**src/common/opc_pkg.sv**
```systemverilog
// constants and types shared by the output pair control register bank
package opc_pkg;
  // register indices; byte address on the bus is four times the index
  localparam logic [7:0] OPC_IDX_OUT_TWO = 8'h22;
  localparam logic [7:0] OPC_IDX_OUT_THREE = 8'h23;
  localparam logic [7:0] OPC_IDX_STATUS = 8'h2f;
  // field positions inside the channel registers; the source bit is in output two only
  localparam int OPC_SRC_BIT = 7;
  localparam int OPC_FMT_LO = 5;
  localparam int OPC_MODEA_LO = 3;
  localparam int OPC_MODEB_LO = 1;
  // values after reset and writable masks (reserved bits clear)
  localparam logic [7:0] OPC_RST_OUT_TWO = 8'hb0;
  localparam logic [7:0] OPC_RST_OUT_THREE = 8'h30;
  localparam logic [7:0] OPC_MASK_OUT_TWO = 8'hfe;
  localparam logic [7:0] OPC_MASK_OUT_THREE = 8'h7e;
  // status register bit positions
  localparam int OPC_STAT_TWO_ON = 0;
  localparam int OPC_STAT_THREE_ON = 1;
  localparam int OPC_STAT_NV_LOADED = 2;
  // driver format codes
  typedef enum logic [1:0] {
    OPC_FMT_OFF,
    OPC_FMT_DIFF,
    OPC_FMT_HCSL,
    OPC_FMT_CMOS
  } opc_fmt_t;
  // tail currents in mA for mode a codes 0..3
  localparam logic [4:0] OPC_TAIL_C0 = 5'h04;
  localparam logic [4:0] OPC_TAIL_C1 = 5'h06;
  localparam logic [4:0] OPC_TAIL_C2 = 5'h08;
  localparam logic [4:0] OPC_TAIL_C3_HCSL = 5'h10;
  localparam logic [4:0] OPC_TAIL_C3_AC = 5'h08;
  // hcsl load in ohms for mode b codes 0..3, zero means tri-state
  localparam logic [7:0] OPC_LOAD_C0 = 8'h00;
  localparam logic [7:0] OPC_LOAD_C1 = 8'h32;
  localparam logic [7:0] OPC_LOAD_C2 = 8'h64;
  localparam logic [7:0] OPC_LOAD_C3 = 8'hc8;
endpackage

```
**src/rtl/opc_apb_if.sv**
```systemverilog
// apb slave front end: decode, strobes and registered answer
`timescale 1ns/10ps
module opc_apb_if #(
  parameter int AW = 10
) (
  input wire logic core_clk_i,
  input wire logic reset_i,
  input wire logic psel_i,
  input wire logic penable_i,
  input wire logic pwrite_i,
  input wire logic [AW-1:0] paddr_i,
  input wire logic [7:0] rd_two_i,
  input wire logic [7:0] rd_three_i,
  input wire logic [7:0] rd_status_i,
  output logic wr_two_o,
  output logic wr_three_o,
  output logic [31:0] prdata_o,
  output logic pready_o,
  output logic pslverr_o
);
  logic [31:0] prdata_q, prdata_d;
  logic pready_q, pslverr_q;
  wire aligned = (paddr_i[1:0] == 2'h0);
  wire [AW-3:0] idx = paddr_i[AW-1:2];
  wire hit_two = aligned && (idx == (AW-2)'(opc_pkg::OPC_IDX_OUT_TWO));
  wire hit_three = aligned &&
    (idx == (AW-2)'(opc_pkg::OPC_IDX_OUT_THREE));
  wire hit_stat = aligned && (idx == (AW-2)'(opc_pkg::OPC_IDX_STATUS));
  wire hit_any = hit_two | hit_three | hit_stat;
  wire setup = psel_i & ~penable_i;
  wire done = psel_i & penable_i & pready_q;
  wire [7:0] rd_sel = hit_two ? rd_two_i :
                      hit_three ? rd_three_i :
                      hit_stat ? rd_status_i : 8'h00;

  // answer is prepared in the setup cycle so prdata, pready and pslverr come from flops
  always_comb begin
    prdata_d = 32'h0000_0000;
    if (setup && !pwrite_i) begin
      prdata_d = {24'h00_0000, rd_sel};
    end
  end

  always_ff @(posedge core_clk_i or posedge reset_i) begin
    if (reset_i) begin
      pready_q <= 1'b0;
      pslverr_q <= 1'b0;
      prdata_q <= 32'h0000_0000;
    end else begin
      pready_q <= setup;
      pslverr_q <= setup & ~hit_any;
      prdata_q <= prdata_d;
    end
  end

  // status is read-only; writes there are dropped without error
  assign wr_two_o = done & pwrite_i & hit_two;
  assign wr_three_o = done & pwrite_i & hit_three;
  assign prdata_o = prdata_q;
  assign pready_o = pready_q;
  assign pslverr_o = pslverr_q;
endmodule

```
**src/rtl/opc_drv_decode.sv**
```systemverilog
// per-channel driver decode: format and mode fields to driver settings
`timescale 1ns/10ps
module opc_drv_decode (
  input wire logic core_clk_i,
  input wire logic reset_i,
  input wire logic src_i,
  input wire logic [1:0] fmt_i,
  input wire logic [1:0] mode_a_i,
  input wire logic [1:0] mode_b_i,
  output logic src_o,
  output logic enable_o,
  output logic [4:0] tail_ma_o,
  output logic [7:0] load_ohm_o,
  output logic [1:0] pos_pin_o,
  output logic [1:0] neg_pin_o
);
  logic [4:0] tail_d;
  logic [7:0] load_d;
  opc_pkg::opc_fmt_t fmt;
  assign fmt = opc_pkg::opc_fmt_t'(fmt_i);
  wire is_diff = (fmt == opc_pkg::OPC_FMT_DIFF) ||
                 (fmt == opc_pkg::OPC_FMT_HCSL);
  wire is_hcsl = (fmt == opc_pkg::OPC_FMT_HCSL);
  wire is_cmos = (fmt == opc_pkg::OPC_FMT_CMOS);

  always_comb begin
    tail_d = 5'h00;
    if (is_diff) begin
      unique case (mode_a_i)
        2'h0: tail_d = opc_pkg::OPC_TAIL_C0;
        2'h1: tail_d = opc_pkg::OPC_TAIL_C1;
        2'h2: tail_d = opc_pkg::OPC_TAIL_C2;
        2'h3: tail_d = is_hcsl ? opc_pkg::OPC_TAIL_C3_HCSL
                               : opc_pkg::OPC_TAIL_C3_AC;
      endcase
    end
  end

  always_comb begin
    load_d = opc_pkg::OPC_LOAD_C0;
    if (is_hcsl) begin
      unique case (mode_b_i)
        2'h0: load_d = opc_pkg::OPC_LOAD_C0;
        2'h1: load_d = opc_pkg::OPC_LOAD_C1;
        2'h2: load_d = opc_pkg::OPC_LOAD_C2;
        2'h3: load_d = opc_pkg::OPC_LOAD_C3;
      endcase
    end
  end

  // outside cmos both pins read as powered down, tri-stated
  always_ff @(posedge core_clk_i or posedge reset_i) begin
    if (reset_i) begin
      src_o <= 1'b0;
      enable_o <= 1'b0;
      tail_ma_o <= 5'h00;
      load_ohm_o <= 8'h00;
      pos_pin_o <= 2'h0;
      neg_pin_o <= 2'h0;
    end else begin
      src_o <= src_i;
      enable_o <= (fmt != opc_pkg::OPC_FMT_OFF);
      tail_ma_o <= tail_d;
      load_ohm_o <= load_d;
      pos_pin_o <= is_cmos ? mode_a_i : 2'h0;
      neg_pin_o <= is_cmos ? mode_b_i : 2'h0;
    end
  end
endmodule

```
**src/rtl/opc_regs.sv**
```systemverilog
// output pair control registers for clock channels two and three
//
// Design decision made here: the APB interface to the registers.
`timescale 1ns/10ps
module opc_regs #(
  parameter int AW = 10
) (
  input wire logic core_clk_i,
  input wire logic reset_i,
  input wire logic psel_i,
  input wire logic penable_i,
  input wire logic pwrite_i,
  input wire logic [AW-1:0] paddr_i,
  input wire logic [31:0] pwdata_i,
  input wire logic [3:0] pstrb_i,
  output logic [31:0] prdata_o,
  output logic pready_o,
  output logic pslverr_o,
  input wire logic nv_load_i,
  input wire logic [7:0] nv_two_i,
  input wire logic [7:0] nv_three_i,
  output logic [7:0] output_two_control_o,
  output logic [7:0] output_three_control_o,
  output logic pair_source_select_o,
  output logic chan_two_source_o,
  output logic chan_three_source_o,
  output logic chan_two_enable_o,
  output logic chan_three_enable_o,
  output logic [4:0] chan_two_tail_ma_o,
  output logic [4:0] chan_three_tail_ma_o,
  output logic [7:0] chan_two_load_ohm_o,
  output logic [7:0] chan_three_load_ohm_o,
  output logic [1:0] chan_two_pos_pin_o,
  output logic [1:0] chan_three_pos_pin_o,
  output logic [1:0] chan_two_neg_pin_o,
  output logic [1:0] chan_three_neg_pin_o
);
  logic [7:0] two_q, two_d, three_q, three_d;
  logic nv_loaded_q;
  logic wr_two, wr_three;
  logic [7:0] status;
  logic [1:0] ch_src, ch_en;
  logic [4:0] ch_tail [2];
  logic [7:0] ch_load [2];
  logic [1:0] ch_pos [2];
  logic [1:0] ch_neg [2];
  logic [7:0] ch_reg [2];

  opc_apb_if #(
    .AW(AW)
  ) u_apb (
    .core_clk_i(core_clk_i),
    .reset_i(reset_i),
    .psel_i(psel_i),
    .penable_i(penable_i),
    .pwrite_i(pwrite_i),
    .paddr_i(paddr_i),
    .rd_two_i(two_q),
    .rd_three_i(three_q),
    .rd_status_i(status),
    .wr_two_o(wr_two),
    .wr_three_o(wr_three),
    .prdata_o(prdata_o),
    .pready_o(pready_o),
    .pslverr_o(pslverr_o)
  );

  // only byte lane 0 carries register data; other lanes are ignored
  wire lane0 = pstrb_i[0];
  wire [7:0] wdata = pwdata_i[7:0];
  wire [7:0] two_wr_val = wdata & opc_pkg::OPC_MASK_OUT_TWO;
  wire [7:0] three_wr_val = wdata & opc_pkg::OPC_MASK_OUT_THREE;
  wire [7:0] two_nv_val = nv_two_i & opc_pkg::OPC_MASK_OUT_TWO;
  wire [7:0] three_nv_val = nv_three_i & opc_pkg::OPC_MASK_OUT_THREE;

  // a bus write in the same cycle as a nonvolatile load wins
  assign two_d = (wr_two && lane0) ? two_wr_val :
                 nv_load_i ? two_nv_val : two_q;
  assign three_d = (wr_three && lane0) ? three_wr_val :
                   nv_load_i ? three_nv_val : three_q;

  always_ff @(posedge core_clk_i or posedge reset_i) begin
    if (reset_i) begin
      two_q <= opc_pkg::OPC_RST_OUT_TWO;
      three_q <= opc_pkg::OPC_RST_OUT_THREE;
      nv_loaded_q <= 1'b0;
    end else begin
      two_q <= two_d;
      three_q <= three_d;
      nv_loaded_q <= nv_loaded_q | nv_load_i;
    end
  end

  assign status = {5'h00, nv_loaded_q,
                   chan_three_enable_o, chan_two_enable_o};

  // both channels take their source from the output-two register
  assign ch_reg[0] = two_q;
  assign ch_reg[1] = three_q;

  for (genvar ch = 0; ch < 2; ch++) begin : g_chan
    opc_drv_decode u_dec (
      .core_clk_i(core_clk_i),
      .reset_i(reset_i),
      .src_i(two_q[opc_pkg::OPC_SRC_BIT]),
      .fmt_i(ch_reg[ch][opc_pkg::OPC_FMT_LO +: 2]),
      .mode_a_i(ch_reg[ch][opc_pkg::OPC_MODEA_LO +: 2]),
      .mode_b_i(ch_reg[ch][opc_pkg::OPC_MODEB_LO +: 2]),
      .src_o(ch_src[ch]),
      .enable_o(ch_en[ch]),
      .tail_ma_o(ch_tail[ch]),
      .load_ohm_o(ch_load[ch]),
      .pos_pin_o(ch_pos[ch]),
      .neg_pin_o(ch_neg[ch])
    );
  end

  assign output_two_control_o = two_q;
  assign output_three_control_o = three_q;
  assign pair_source_select_o = two_q[opc_pkg::OPC_SRC_BIT];
  assign chan_two_source_o = ch_src[0];
  assign chan_three_source_o = ch_src[1];
  assign chan_two_enable_o = ch_en[0];
  assign chan_three_enable_o = ch_en[1];
  assign chan_two_tail_ma_o = ch_tail[0];
  assign chan_three_tail_ma_o = ch_tail[1];
  assign chan_two_load_ohm_o = ch_load[0];
  assign chan_three_load_ohm_o = ch_load[1];
  assign chan_two_pos_pin_o = ch_pos[0];
  assign chan_three_pos_pin_o = ch_pos[1];
  assign chan_two_neg_pin_o = ch_neg[0];
  assign chan_three_neg_pin_o = ch_neg[1];

  wire acc_wr_two = psel_i && penable_i && pready_o && pwrite_i && lane0
    && (paddr_i == AW'({opc_pkg::OPC_IDX_OUT_TWO, 2'h0}));
  wire acc_wr_three = psel_i && penable_i && pready_o && pwrite_i && lane0
    && (paddr_i == AW'({opc_pkg::OPC_IDX_OUT_THREE, 2'h0}));
  wire setup_rd_two = psel_i && !penable_i && !pwrite_i
    && (paddr_i == AW'({opc_pkg::OPC_IDX_OUT_TWO, 2'h0}));
  wire setup_rd_three = psel_i && !penable_i && !pwrite_i
    && (paddr_i == AW'({opc_pkg::OPC_IDX_OUT_THREE, 2'h0}));
endmodule
```
**config.mk**
```make
export PLATFORM = sky130hd
export DESIGN_NAME = opc_regs
export DESIGN_NICKNAME = d
export VERILOG_FILES = /design/src/common/opc_pkg.sv /design/src/rtl/opc_apb_if.sv /design/src/rtl/opc_drv_decode.sv /design/src/rtl/opc_regs.sv
export SDC_FILE = /design/constraint.sdc
export NUM_CORES = 1
export LEC_CHECK = 0
export BUFFER_PORTS_ARGS = -buffer_cell sky130_fd_sc_hd__buf_2
export CAP_MARGIN = 0
export CORE_ASPECT_RATIO = 1.5
export CORE_MARGIN = 4
export CORE_UTILIZATION = 47
export DETAILED_ROUTE_END_ITERATION = 16
export PLACE_DENSITY = 0.94
export REMOVE_ABC_BUFFERS = 1
export SLEW_MARGIN = 20
export SYNTH_ARGS = -nofsm -noshare
export SYNTH_HDL_FRONTEND = slang
export SYNTH_SLANG_ARGS = --single-unit
```
**constraint.sdc**
```tcl
create_clock -name core_clk_i -period 2.6 [get_ports core_clk_i]
set_input_delay 0.52 -clock core_clk_i [delete_from_list [all_inputs] [get_ports core_clk_i]]
set_output_delay 0.52 -clock core_clk_i [all_outputs]
set_load 0.005 [all_outputs]
```
==> impl_metrics.tcl, run 1 <==
set metrics [dict create \
    ys_types 31 \
    rows 33 \
    path_class "reg2out" \
    clock_latency_ps 310 \
    cts_inserted_buffers 5 \
    antenna_cells 0 \
    antenna_found_initial 0 \
    h-tree-depth 2 \
    hold_viol 0 \
    drt_wl_total_mm 5.54 \
    rr_endpoint "g_chan[1].u_dec.tail_ma_o[1]" \
    die_area_mm2 0.00689 \
    drv_cap 0 \
    worstReg2RegStart "output_three_control_o[5]" \
    worst-r2r-setup-slack_ps 1180 \
    yosysWarnings 0 \
    grt_pass1_wl_mm 8.60 \
    fmax_ghz 0.634 \
    crit_chain "buf_2" \
    rsz0062_at_grt "no" \
    die_w_um 69.1 \
    crit_start "output_three_control_o[4]" \
    relSlewSlack_pct 57.8 \
    fin_total_pwr_mw 1.74 \
    dr.pass1.iters 4 \
    outcome "completed" \
    cp_data_required_time_ps 2080 \
    grt_overflow_total 0 \
    dpl.hpwl_mm 4.37 \
    drive_above_1_share_pct 42.1 \
    hp-class "in2async" \
    reg2reg_depth 4 \
    initial_core_util_pct 48.3 \
    synth_area_mm2 0.00263 \
    cts_hold_buf 0 \
    ys.flop_type "dfrtp_1" \
    cts_setup_buffers 0 \
    avgSynthCellArea_um2 11.7 \
    grt_pass1_vias 1681 \
    end_kind "output port" \
    synthArstFlopShare_pct 100 \
    crit_family "flip-flops" \
    grt_util_all_layers_pct 16.0 \
    ctsResizeCount 0 \
    io-pin-count 157 \
    path_buf_inv 1 \
    clockBufferDepth 2 \
    crit_path_max_fanout 7 \
    powerDensity_mw_per_mm2 556 \
    port_buffers 94 \
    cp_slowest_cell "dfstp_2" \
    ys_seq_area_share_pct 50.6 \
    die_h_um 99.7 \
    yosys.area.top_type "dfrtp_1" \
    layout_min_cycle_time_ps 1580 \
    clk_pin_slew_ps 90 \
    start_kind "register" \
    critPathMaxStageDelay_ps 610 \
    antenna_left 0 \
    worst_slew_pin_slew_ps 632 \
    syn_inst 226 \
    setup_viol_count_final 0 \
    synth_edf_count 0 \
    area_growth_pct 18.8 \
    dr_total_vias 1804 \
    vdd.ir_drop.worst_mv 0.344 \
    synth_most_common_cell "dfrtp_1" \
    slew_viol_final 0 \
    clock-skew-final_ps 9.04 \
    yosys-top-cells-count "48 x dfrtp_1, 37 x buf_4, 19 x and2_1, 18 x mux2_2, 16 x ha_1" \
    period_share_pct 60.6 \
    cts_tree "built" \
    drc 0 \
    leakagePower_nw 1.75 \
    cts.sink_count 53 \
    initialDrtViolationCount 58 \
    grt_max_degree 31 \
    cts_root_buf "clkbuf_8" \
    nets 401 \
    netlist.area_leader.share_pct 45.6 \
    fill_cells 481 \
    wl_per_cell_um 14.3 \
    design.core.area_mm2 0.00545 \
    detail_route.vias_per_cell 4.65 \
    setup-tns-final_ps 0 \
    cp_data_arrival_time_ps 1060 \
    synth_area_leaders "dfrtp_1 46%, buf_4 11%, mux2_2 7.7%" \
    synth_seq_cells 53 \
    globalplace.congestion 0.824 \
]
## placed cells by master, fill, tap and decap left out, types with 2 or more instances in the layout
cell and instances:
ha_1 16, inv_1 10, nor3b_1 5, nand2_1 14, nor2b_1 3, buf_2 94
o21ai_0 10, a21oi_1 4, buf_4 2, nor2_1 9, and2_1 19, dfstp_2 5
conb_1 31, and3_1 5, nand4_4 2, mux2_2 18, dfrtp_1 48, mux2i_1 4
clkbuf_8 5
## stage by stage
| stage | std cells | setup slack (ps) | instance area (um^2) | hold WS [ps] | utilization (%) |
|---|---|---|---|---|---|
| final | 388 | 1020 | 3130 | 288 | 57.4 |
| after global placement | 380 | 738 | 3010 | 419 | 55.3 |
| after CTS | 388 | 1010 | 3130 | 303 | 57.4 |
| after floorplan | 214 | 802 | 2440 | 425 | - |
| after global routing | 388 | 984 | 3130 | 331 | 57.4 |
| after detailed placement | 380 | 711 | 3010 | 426 | 55.3 |
## sequential cells by signal, indices dropped and copies added, names as in the netlist
signal and cells:
output_two_control_o 7, g_chan.u_dec.tail_ma_o 8, g_chan.u_dec.pos_pin_o 4, u_apb.prdata_o 8
output_three_control_o 6, g_chan.u_dec.enable_o 2, u_apb.pslverr_o 1, g_chan.u_dec.src_o 1
nv_loaded_q 1, u_apb.pready_o 1, g_chan.u_dec.neg_pin_o 4, g_chan.u_dec.load_ohm_o 10
## power breakdown
group | total (mW) | switching (mW) | leakage [nW] | internal [mW]
Combinational | 0.259 | 0.135 | 1.01 | 0.124
Clock | 0.559 | 0.270 | 0.0543 | 0.288
Sequential | 0.923 | 0.0414 | 0.681 | 0.881
Total | 1.74 | 0.447 | 1.75 | 1.29
## kinds of logic (layout without fill, tap and decap cells)
| logic type | count (synthesis) | count (layout) | synth area share (%) |
|---|---|---|---|
| AO/OA/AOI/OAI | 15 | 15 | 2.95 |
| adder cells (fa/ha/maj) | 16 | 16 | 7.60 |
| buffers and inverters | 53 | 115 | 13.2 |
| flip-flops | 53 | 53 | 50.6 |
| multiplexers | 22 | 22 | 9.22 |
| other | 1 | 31 | 0.142 |
| AND/OR/NAND/NOR | 66 | 66 | 16.3 |
## area by class of cell
cell class / count / area [um^2] / share of cell area (%)
timing repair buffer: 96 / 485 / 15.5
clock inverter: 3 / 46.3 / 1.48
multi-input combinational: 150 / 1070 / 34.1
inverter: 11 / 41.3 / 1.32
sequential: 53 / 1330 / 42.6
clock buffer: 5 / 68.8 / 2.20
tap: 70 / 87.6 / 2.80
## worst max path at each step
stage / cells past startpoint / end
final: 1 / output_three_control_o[4]
after global routing: 1 / output_three_control_o[4]
after CTS: 1 / output_three_control_o[4]
after detailed placement: 4 / output_two_control_o[3]
after global placement: 4 / output_two_control_o[1]
after floorplan: 1 / g_chan[0].u_dec.enable_o
## metal layers
metal	track usage (%)	vias to the layer above	share of wire, %
met2	30.3	84	57
met4	6.02	0	1.6
met5	0	-	0
met3	3.54	7	7.3
li1	-	852	-
met1	17.1	861	34
Note: power is estimated with default switching activity, not from simulation.
==> inputs of run 2 (changes only) <==
Settings changed: CORE_UTILIZATION 47 to 39, PLACE_DENSITY 0.94 to 0.84.
Clock period 2.6 ns to 1.27 ns, I/O delays scaled along.
==> run 2 against run 1 <==
Net effect: the flow now finishes with violations (setup timing); register-to-register slack worse by 1200 ps; non-clock buffer count up 29; cell count up 9.0%; sequential share of layout area down 3.6 points; flip-flop and latch count unchanged; critical path depth up 1; combinational power rose to 2.7 times the previous value; clock power up 66%; wire length up 8.9%.
==> impl_metrics.tcl, run 2 (same netlist as run 1, synthesis figures left out) <==
set metrics [dict create \
    outcome "finished, violations left" \
    violations "setup timing" \
    worst-r2r-setup-slack_ps -10 \
    holdPathEnd "output_two_control_o[7]" \
    largest_reg_flops 10 \
    detail_route.vias_per_cell 4.51 \
    grt_pass1_wl_mm 8.99 \
    cp_data_required_time_ps 1020 \
    h-tree-depth 2 \
    final_cell_mix "90 x buf_2, 47 x dfrtp_1, 31 x conb_1" \
    regMostFlops "g_chan.u_dec.load_ohm_o" \
    period_share_pct 103 \
    rr_endpoint "g_chan[0].u_dec.tail_ma_o[1]" \
    clock-skew-final_ps 10.3 \
    die_h_um 109 \
    hp-class "in2reg" \
    drc 0 \
    worstHoldStart "pwdata_i[7]" \
    cts_root_buf "clkbuf_8" \
    slew_viol_final 0 \
    antenna_cells 0 \
    rows 36 \
    dpl.cell_count 409 \
    dpl.hpwl_mm 4.80 \
    die_w_um 75.1 \
    hold_viol 0 \
    drt_wl_total_mm 6.03 \
    port_buffers 94 \
    fmax_ghz 0.766 \
    io-pin-count 157 \
    cts.sink_count 53 \
    antenna_left 0 \
    powerDensity_mw_per_mm2 1020 \
    globalplace.congestion 0.827 \
    initial_core_util_pct 40.3 \
    cp_slowest_cell "dfstp_2" \
    leakagePower_nw 1.89 \
    final_common_cell "buf_2" \
    nets 430 \
    clock_latency_ps 310 \
    crit_family "flip-flops" \
    setup-tns-final_ps -63.7 \
    area_growth_pct 30.0 \
    setup_viol_count_final 3 \
    holdWs_ps 182 \
    grt_pass1_vias 1886 \
    crit_chain "buf_6, buf_6" \
    post-place-ws_ps -157 \
    clockBufferDepth 2 \
    crit_path_max_fanout 3 \
    initialDrtViolationCount 51 \
    grt_util_all_layers_pct 15.0 \
    fin_cells 423 \
    start_kind "register" \
    grt_max_degree 54 \
    fin_total_pwr_mw 3.50 \
    fill_cells 563 \
    vdd.ir_drop.worst_mv 0.439 \
    layout_min_cycle_time_ps 1310 \
    path_buf_inv 2 \
    drive_above_1_share_pct 49.0 \
    dr.pass1.iters 4 \
    clk_pin_slew_ps 90 \
    grt_overflow_total 0 \
    wl_per_cell_um 14.3 \
    hold-path-cell-count 2 \
    path_class "reg2out" \
    cpMostUsedCell "buf_6" \
    design.core.area_mm2 0.00653 \
    die_area_mm2 0.00816 \
    critPathMaxStageDelay_ps 560 \
    fin_ws_ps -35.8 \
    cp_data_arrival_time_ps 1050 \
    drv_cap 0 \
    end_kind "output port" \
    worstReg2RegStart "output_two_control_o[5]" \
    reg2reg_depth 4 \
    cts_tree "built" \
    antenna_found_initial 1 \
    rsz0062_at_grt "yes" \
    cts_inserted_buffers 5 \
    dr_total_vias 1907 \
]
-- run 2: cell count changes in the layout (fill, tap and decap cells not counted), sizes merged --
cell	previous run	this run
clkinvlp	1	2
clkbuf	5	6
dlygate4sd3	0	1
clkinv	1	0
bufinv	1	0
buf	96	124
-- run 2: how the worst max path moves through the flow --
stage                            start                         to  slack [ps]  cells after the start
2_1_floorplan                  reset_i   g_chan[0].u_dec.enable_o        -260                      1
6_report       output_two_control_o[5]    output_two_control_o[5]         -40                      2
3_3_place_gp                paddr_i[6]    output_two_control_o[1]        -140                      5
4_1_cts        output_two_control_o[5]    output_two_control_o[5]         -40                      2
3_5_place_dp                paddr_i[6]  output_three_control_o[1]        -160                      5
5_1_grt        output_two_control_o[5]    output_two_control_o[5]         -70                      2
-- run 2: layer usage --
| layer | vias up | wire (um) | global-route usage (%) |
|---|---|---|---|
| met3 | 17 | 618 | 5.44 |
| met5 | - | 7 | 0 |
| met2 | 89 | 3170 | 25.4 |
| li1 | 910 | - | - |
| met4 | 2 | 238 | 9.29 |
| met1 | 889 | 2000 | 15.3 |
-- run 2: layout make-up --
cell class	count	area, um^2	area share [%]
flip-flops and latches	53	1330	39.0
repair buffers	125	751	21.9
inverters	11	41.3	1.21
clock buffers	6	72.6	2.12
multi-input cells	150	1110	32.6
well taps	76	95.1	2.78
clock inverters	2	15.0	0.439
-- run 2: timing repair --
action / CTS / global route
gates resized for setup: 10 / 7
endpoints found under the setup margin: 22 / 20
hold buffers: 1 / 0
setup buffers: 4 / 2
endpoints found under the hold margin: 48 / 0
pin swaps: 2 / 1
-- run 2: through the flow --
stage	util, %	instance area [um^2]
after floorplan	-	2440
after detailed placement	49.1	3210
after global routing	52.4	3420
after global placement	49.1	3210
after CTS	51.9	3390
final	52.4	3420
-- run 2: worst register-to-register path: stages (launching register included) --
cell and delay, ps:
dfstp_2 560, inv_1 80, ha_4 250, nor2b_2 150, and2_1 140
-- run 2: where the power goes --
part / switching [mW] / internal [mW] / total [mW]
Sequential: 0.0672 / 1.80 / 1.87
Clock: 0.537 / 0.389 / 0.926
Combinational: 0.334 / 0.367 / 0.701
==> inputs of run 3 (changes only) <==
Settings changed: CELL_PAD_IN_SITES_DETAIL_PLACEMENT from default to 0, CELL_PAD_IN_SITES_GLOBAL_PLACEMENT from default to 1, CORE_UTILIZATION 39 to 29, PLACE_DENSITY 0.84 to 0.85.
==> run 3 against run 2 <==
Net effect: the flow still finishes with violations (setup timing); via count is 0.94% lower; global-route usage is 3.0 points lower; wire length is 4.1% higher; clock power is 71% higher; first-iteration DRC count is 53% higher; register-to-register slack hardly changed; critical path type unchanged; highest routed layer is now met4.
==> impl_metrics.tcl, run 3 (same netlist as run 1, synthesis figures left out) <==
set metrics [dict create \
    dr_total_vias 1889 \
    powerDensity_mw_per_mm2 1180 \
    post-place-ws_ps -170 \
    dpl.cell_count 439 \
    regMostFlops "g_chan.u_dec.load_ohm_o" \
    path_buf_inv 2 \
    area_growth_pct 33.7 \
    grt_pass1_vias 1881 \
    grt_pass1_wl_mm 9.91 \
    placed_cell_area_mm2 0.00322 \
    antenna_found_initial 0 \
    clockBufferDepth 2 \
    seq_area_mm2 0.00133 \
    drt_wl_total_mm 6.28 \
    grt_max_degree 43 \
    clock-skew-final_ps 2.96 \
    layout_min_cycle_time_ps 1270 \
    finish.utilization_pct 39.9 \
    clk_pin_slew_ps 70 \
    cts_tree "built" \
    final_cell_area_mm2 0.00352 \
    slew_viol_final 0 \
    fin_total_pwr_mw 4.14 \
    clock_latency_ps 290 \
    drv_cap 0 \
    crit_path_max_fanout 2 \
    drc 0 \
    die_w_um 85.8 \
    hold_viol 0 \
    cts_inserted_buffers 5 \
    final_cell_mix "92 x buf_2, 48 x dfrtp_1, 31 x conb_1" \
    rsz0062_at_grt "yes" \
    leakagePower_nw 1.92 \
    dpl.hpwl_mm 5.00 \
    hp-class "in2reg" \
    dr.pass1.iters 3 \
    rows 42 \
    io-pin-count 157 \
    die_area_mm2 0.0107 \
    setup-tns-final_ps -0.787 \
    critPathMaxStageDelay_ps 550 \
    detail_route.vias_per_cell 4.16 \
    path_class "reg2out" \
    violations "setup timing" \
    start_kind "register" \
    initialDrtViolationCount 78 \
    multi_input_area_mm2 0.00112 \
    end_kind "output port" \
    design.core.area_mm2 0.00883 \
    crit_chain "buf_6, buf_6" \
    initial_core_util_pct 29.8 \
    nets 427 \
    crit_family "flip-flops" \
    cts_root_buf "clkbuf_16" \
    cp_data_arrival_time_ps 1020 \
    antenna_left 0 \
    grt_util_all_layers_pct 12.1 \
    cp_slowest_cell "dfstp_2" \
    fill_cells 871 \
    fin_cells 454 \
    globalplace.congestion 0.730 \
    antenna_cells 0 \
    cts.sink_count 53 \
    wl_per_cell_um 13.8 \
    h-tree-depth 2 \
    fin_ws_ps -0.787 \
    outcome "finished, violations left" \
    cp_data_required_time_ps 1020 \
    vdd.ir_drop.worst_mv 0.454 \
    cpMostUsedCell "buf_6" \
    drive_above_1_share_pct 48.5 \
    setup_viol_count_final 1 \
    period_share_pct 100 \
    final_common_cell "buf_2" \
    die_h_um 125 \
    fmax_ghz 0.787 \
    largest_reg_flops 10 \
    grt_overflow_total 0 \
    holdWs_ps 196 \
    port_buffers 94 \
]
-- run 3: cell types whose count changed in the layout (fill, tap and decap cells not counted), sizes merged --
cell,before,now
buf,124,121
bufinv,0,1
clkinvlp,2,1
-- run 3: layout make-up --
type | instances | share of cell area (%)
clock buffer | 6 | 3.94
clock inverter | 2 | 1.07
inverter | 11 | 1.17
multi-input combinational | 150 | 31.8
sequential | 53 | 37.8
tap | 110 | 3.91
timing repair buffer | 122 | 20.3
-- run 3: worst paths after layout --
| kind | start | end | slack, ps | cells after the start |
|---|---|---|---|---|
| worst max register to register | output_two_control_o[5] | g_chan[0].u_dec.tail_ma_o[1] | -0.8 | 4 |
| worst max-delay path | output_three_control_o[5] | output_three_control_o[5] | -0.8 | 2 |
| worst min-delay path | pwdata_i[7] | output_two_control_o[7] | 200 | 2 |
| min in group asynchronous | reset_i | g_chan[0].u_dec.load_ohm_o[5] | 540 | 4 |
| worst min register to register | output_two_control_o[7] | g_chan[1].u_dec.src_o | 430 | 0 |
| max in group asynchronous | reset_i | output_three_control_o[5] | 440 | 4 |
-- run 3: per-layer routing --
metal	track usage (%)	part of all wire (%)	up-vias
met2	21.1	52	86
met5	0	0	-
met1	13.5	37	899
li1	-	-	898
met4	5.59	2.0	0
met3	3.04	9.0	6
-- run 3: timing repair --
action                     in CTS  in global routing
resized for setup               9                  7
buffers inserted                4                  2
hold buffers                    1                  0
setup endpoints to repair      22                 17
pin swaps                       2                  2
hold endpoints to repair       11                  0
-- run 3: power breakdown --
group | total [mW] | switching [mW] | internal [mW] | leakage, nW
sequential | 1.87 | 0.0608 | 1.81 | 0.681
clock | 1.58 | 0.599 | 0.984 | 0.0831
combinational | 0.689 | 0.336 | 0.354 | 1.16
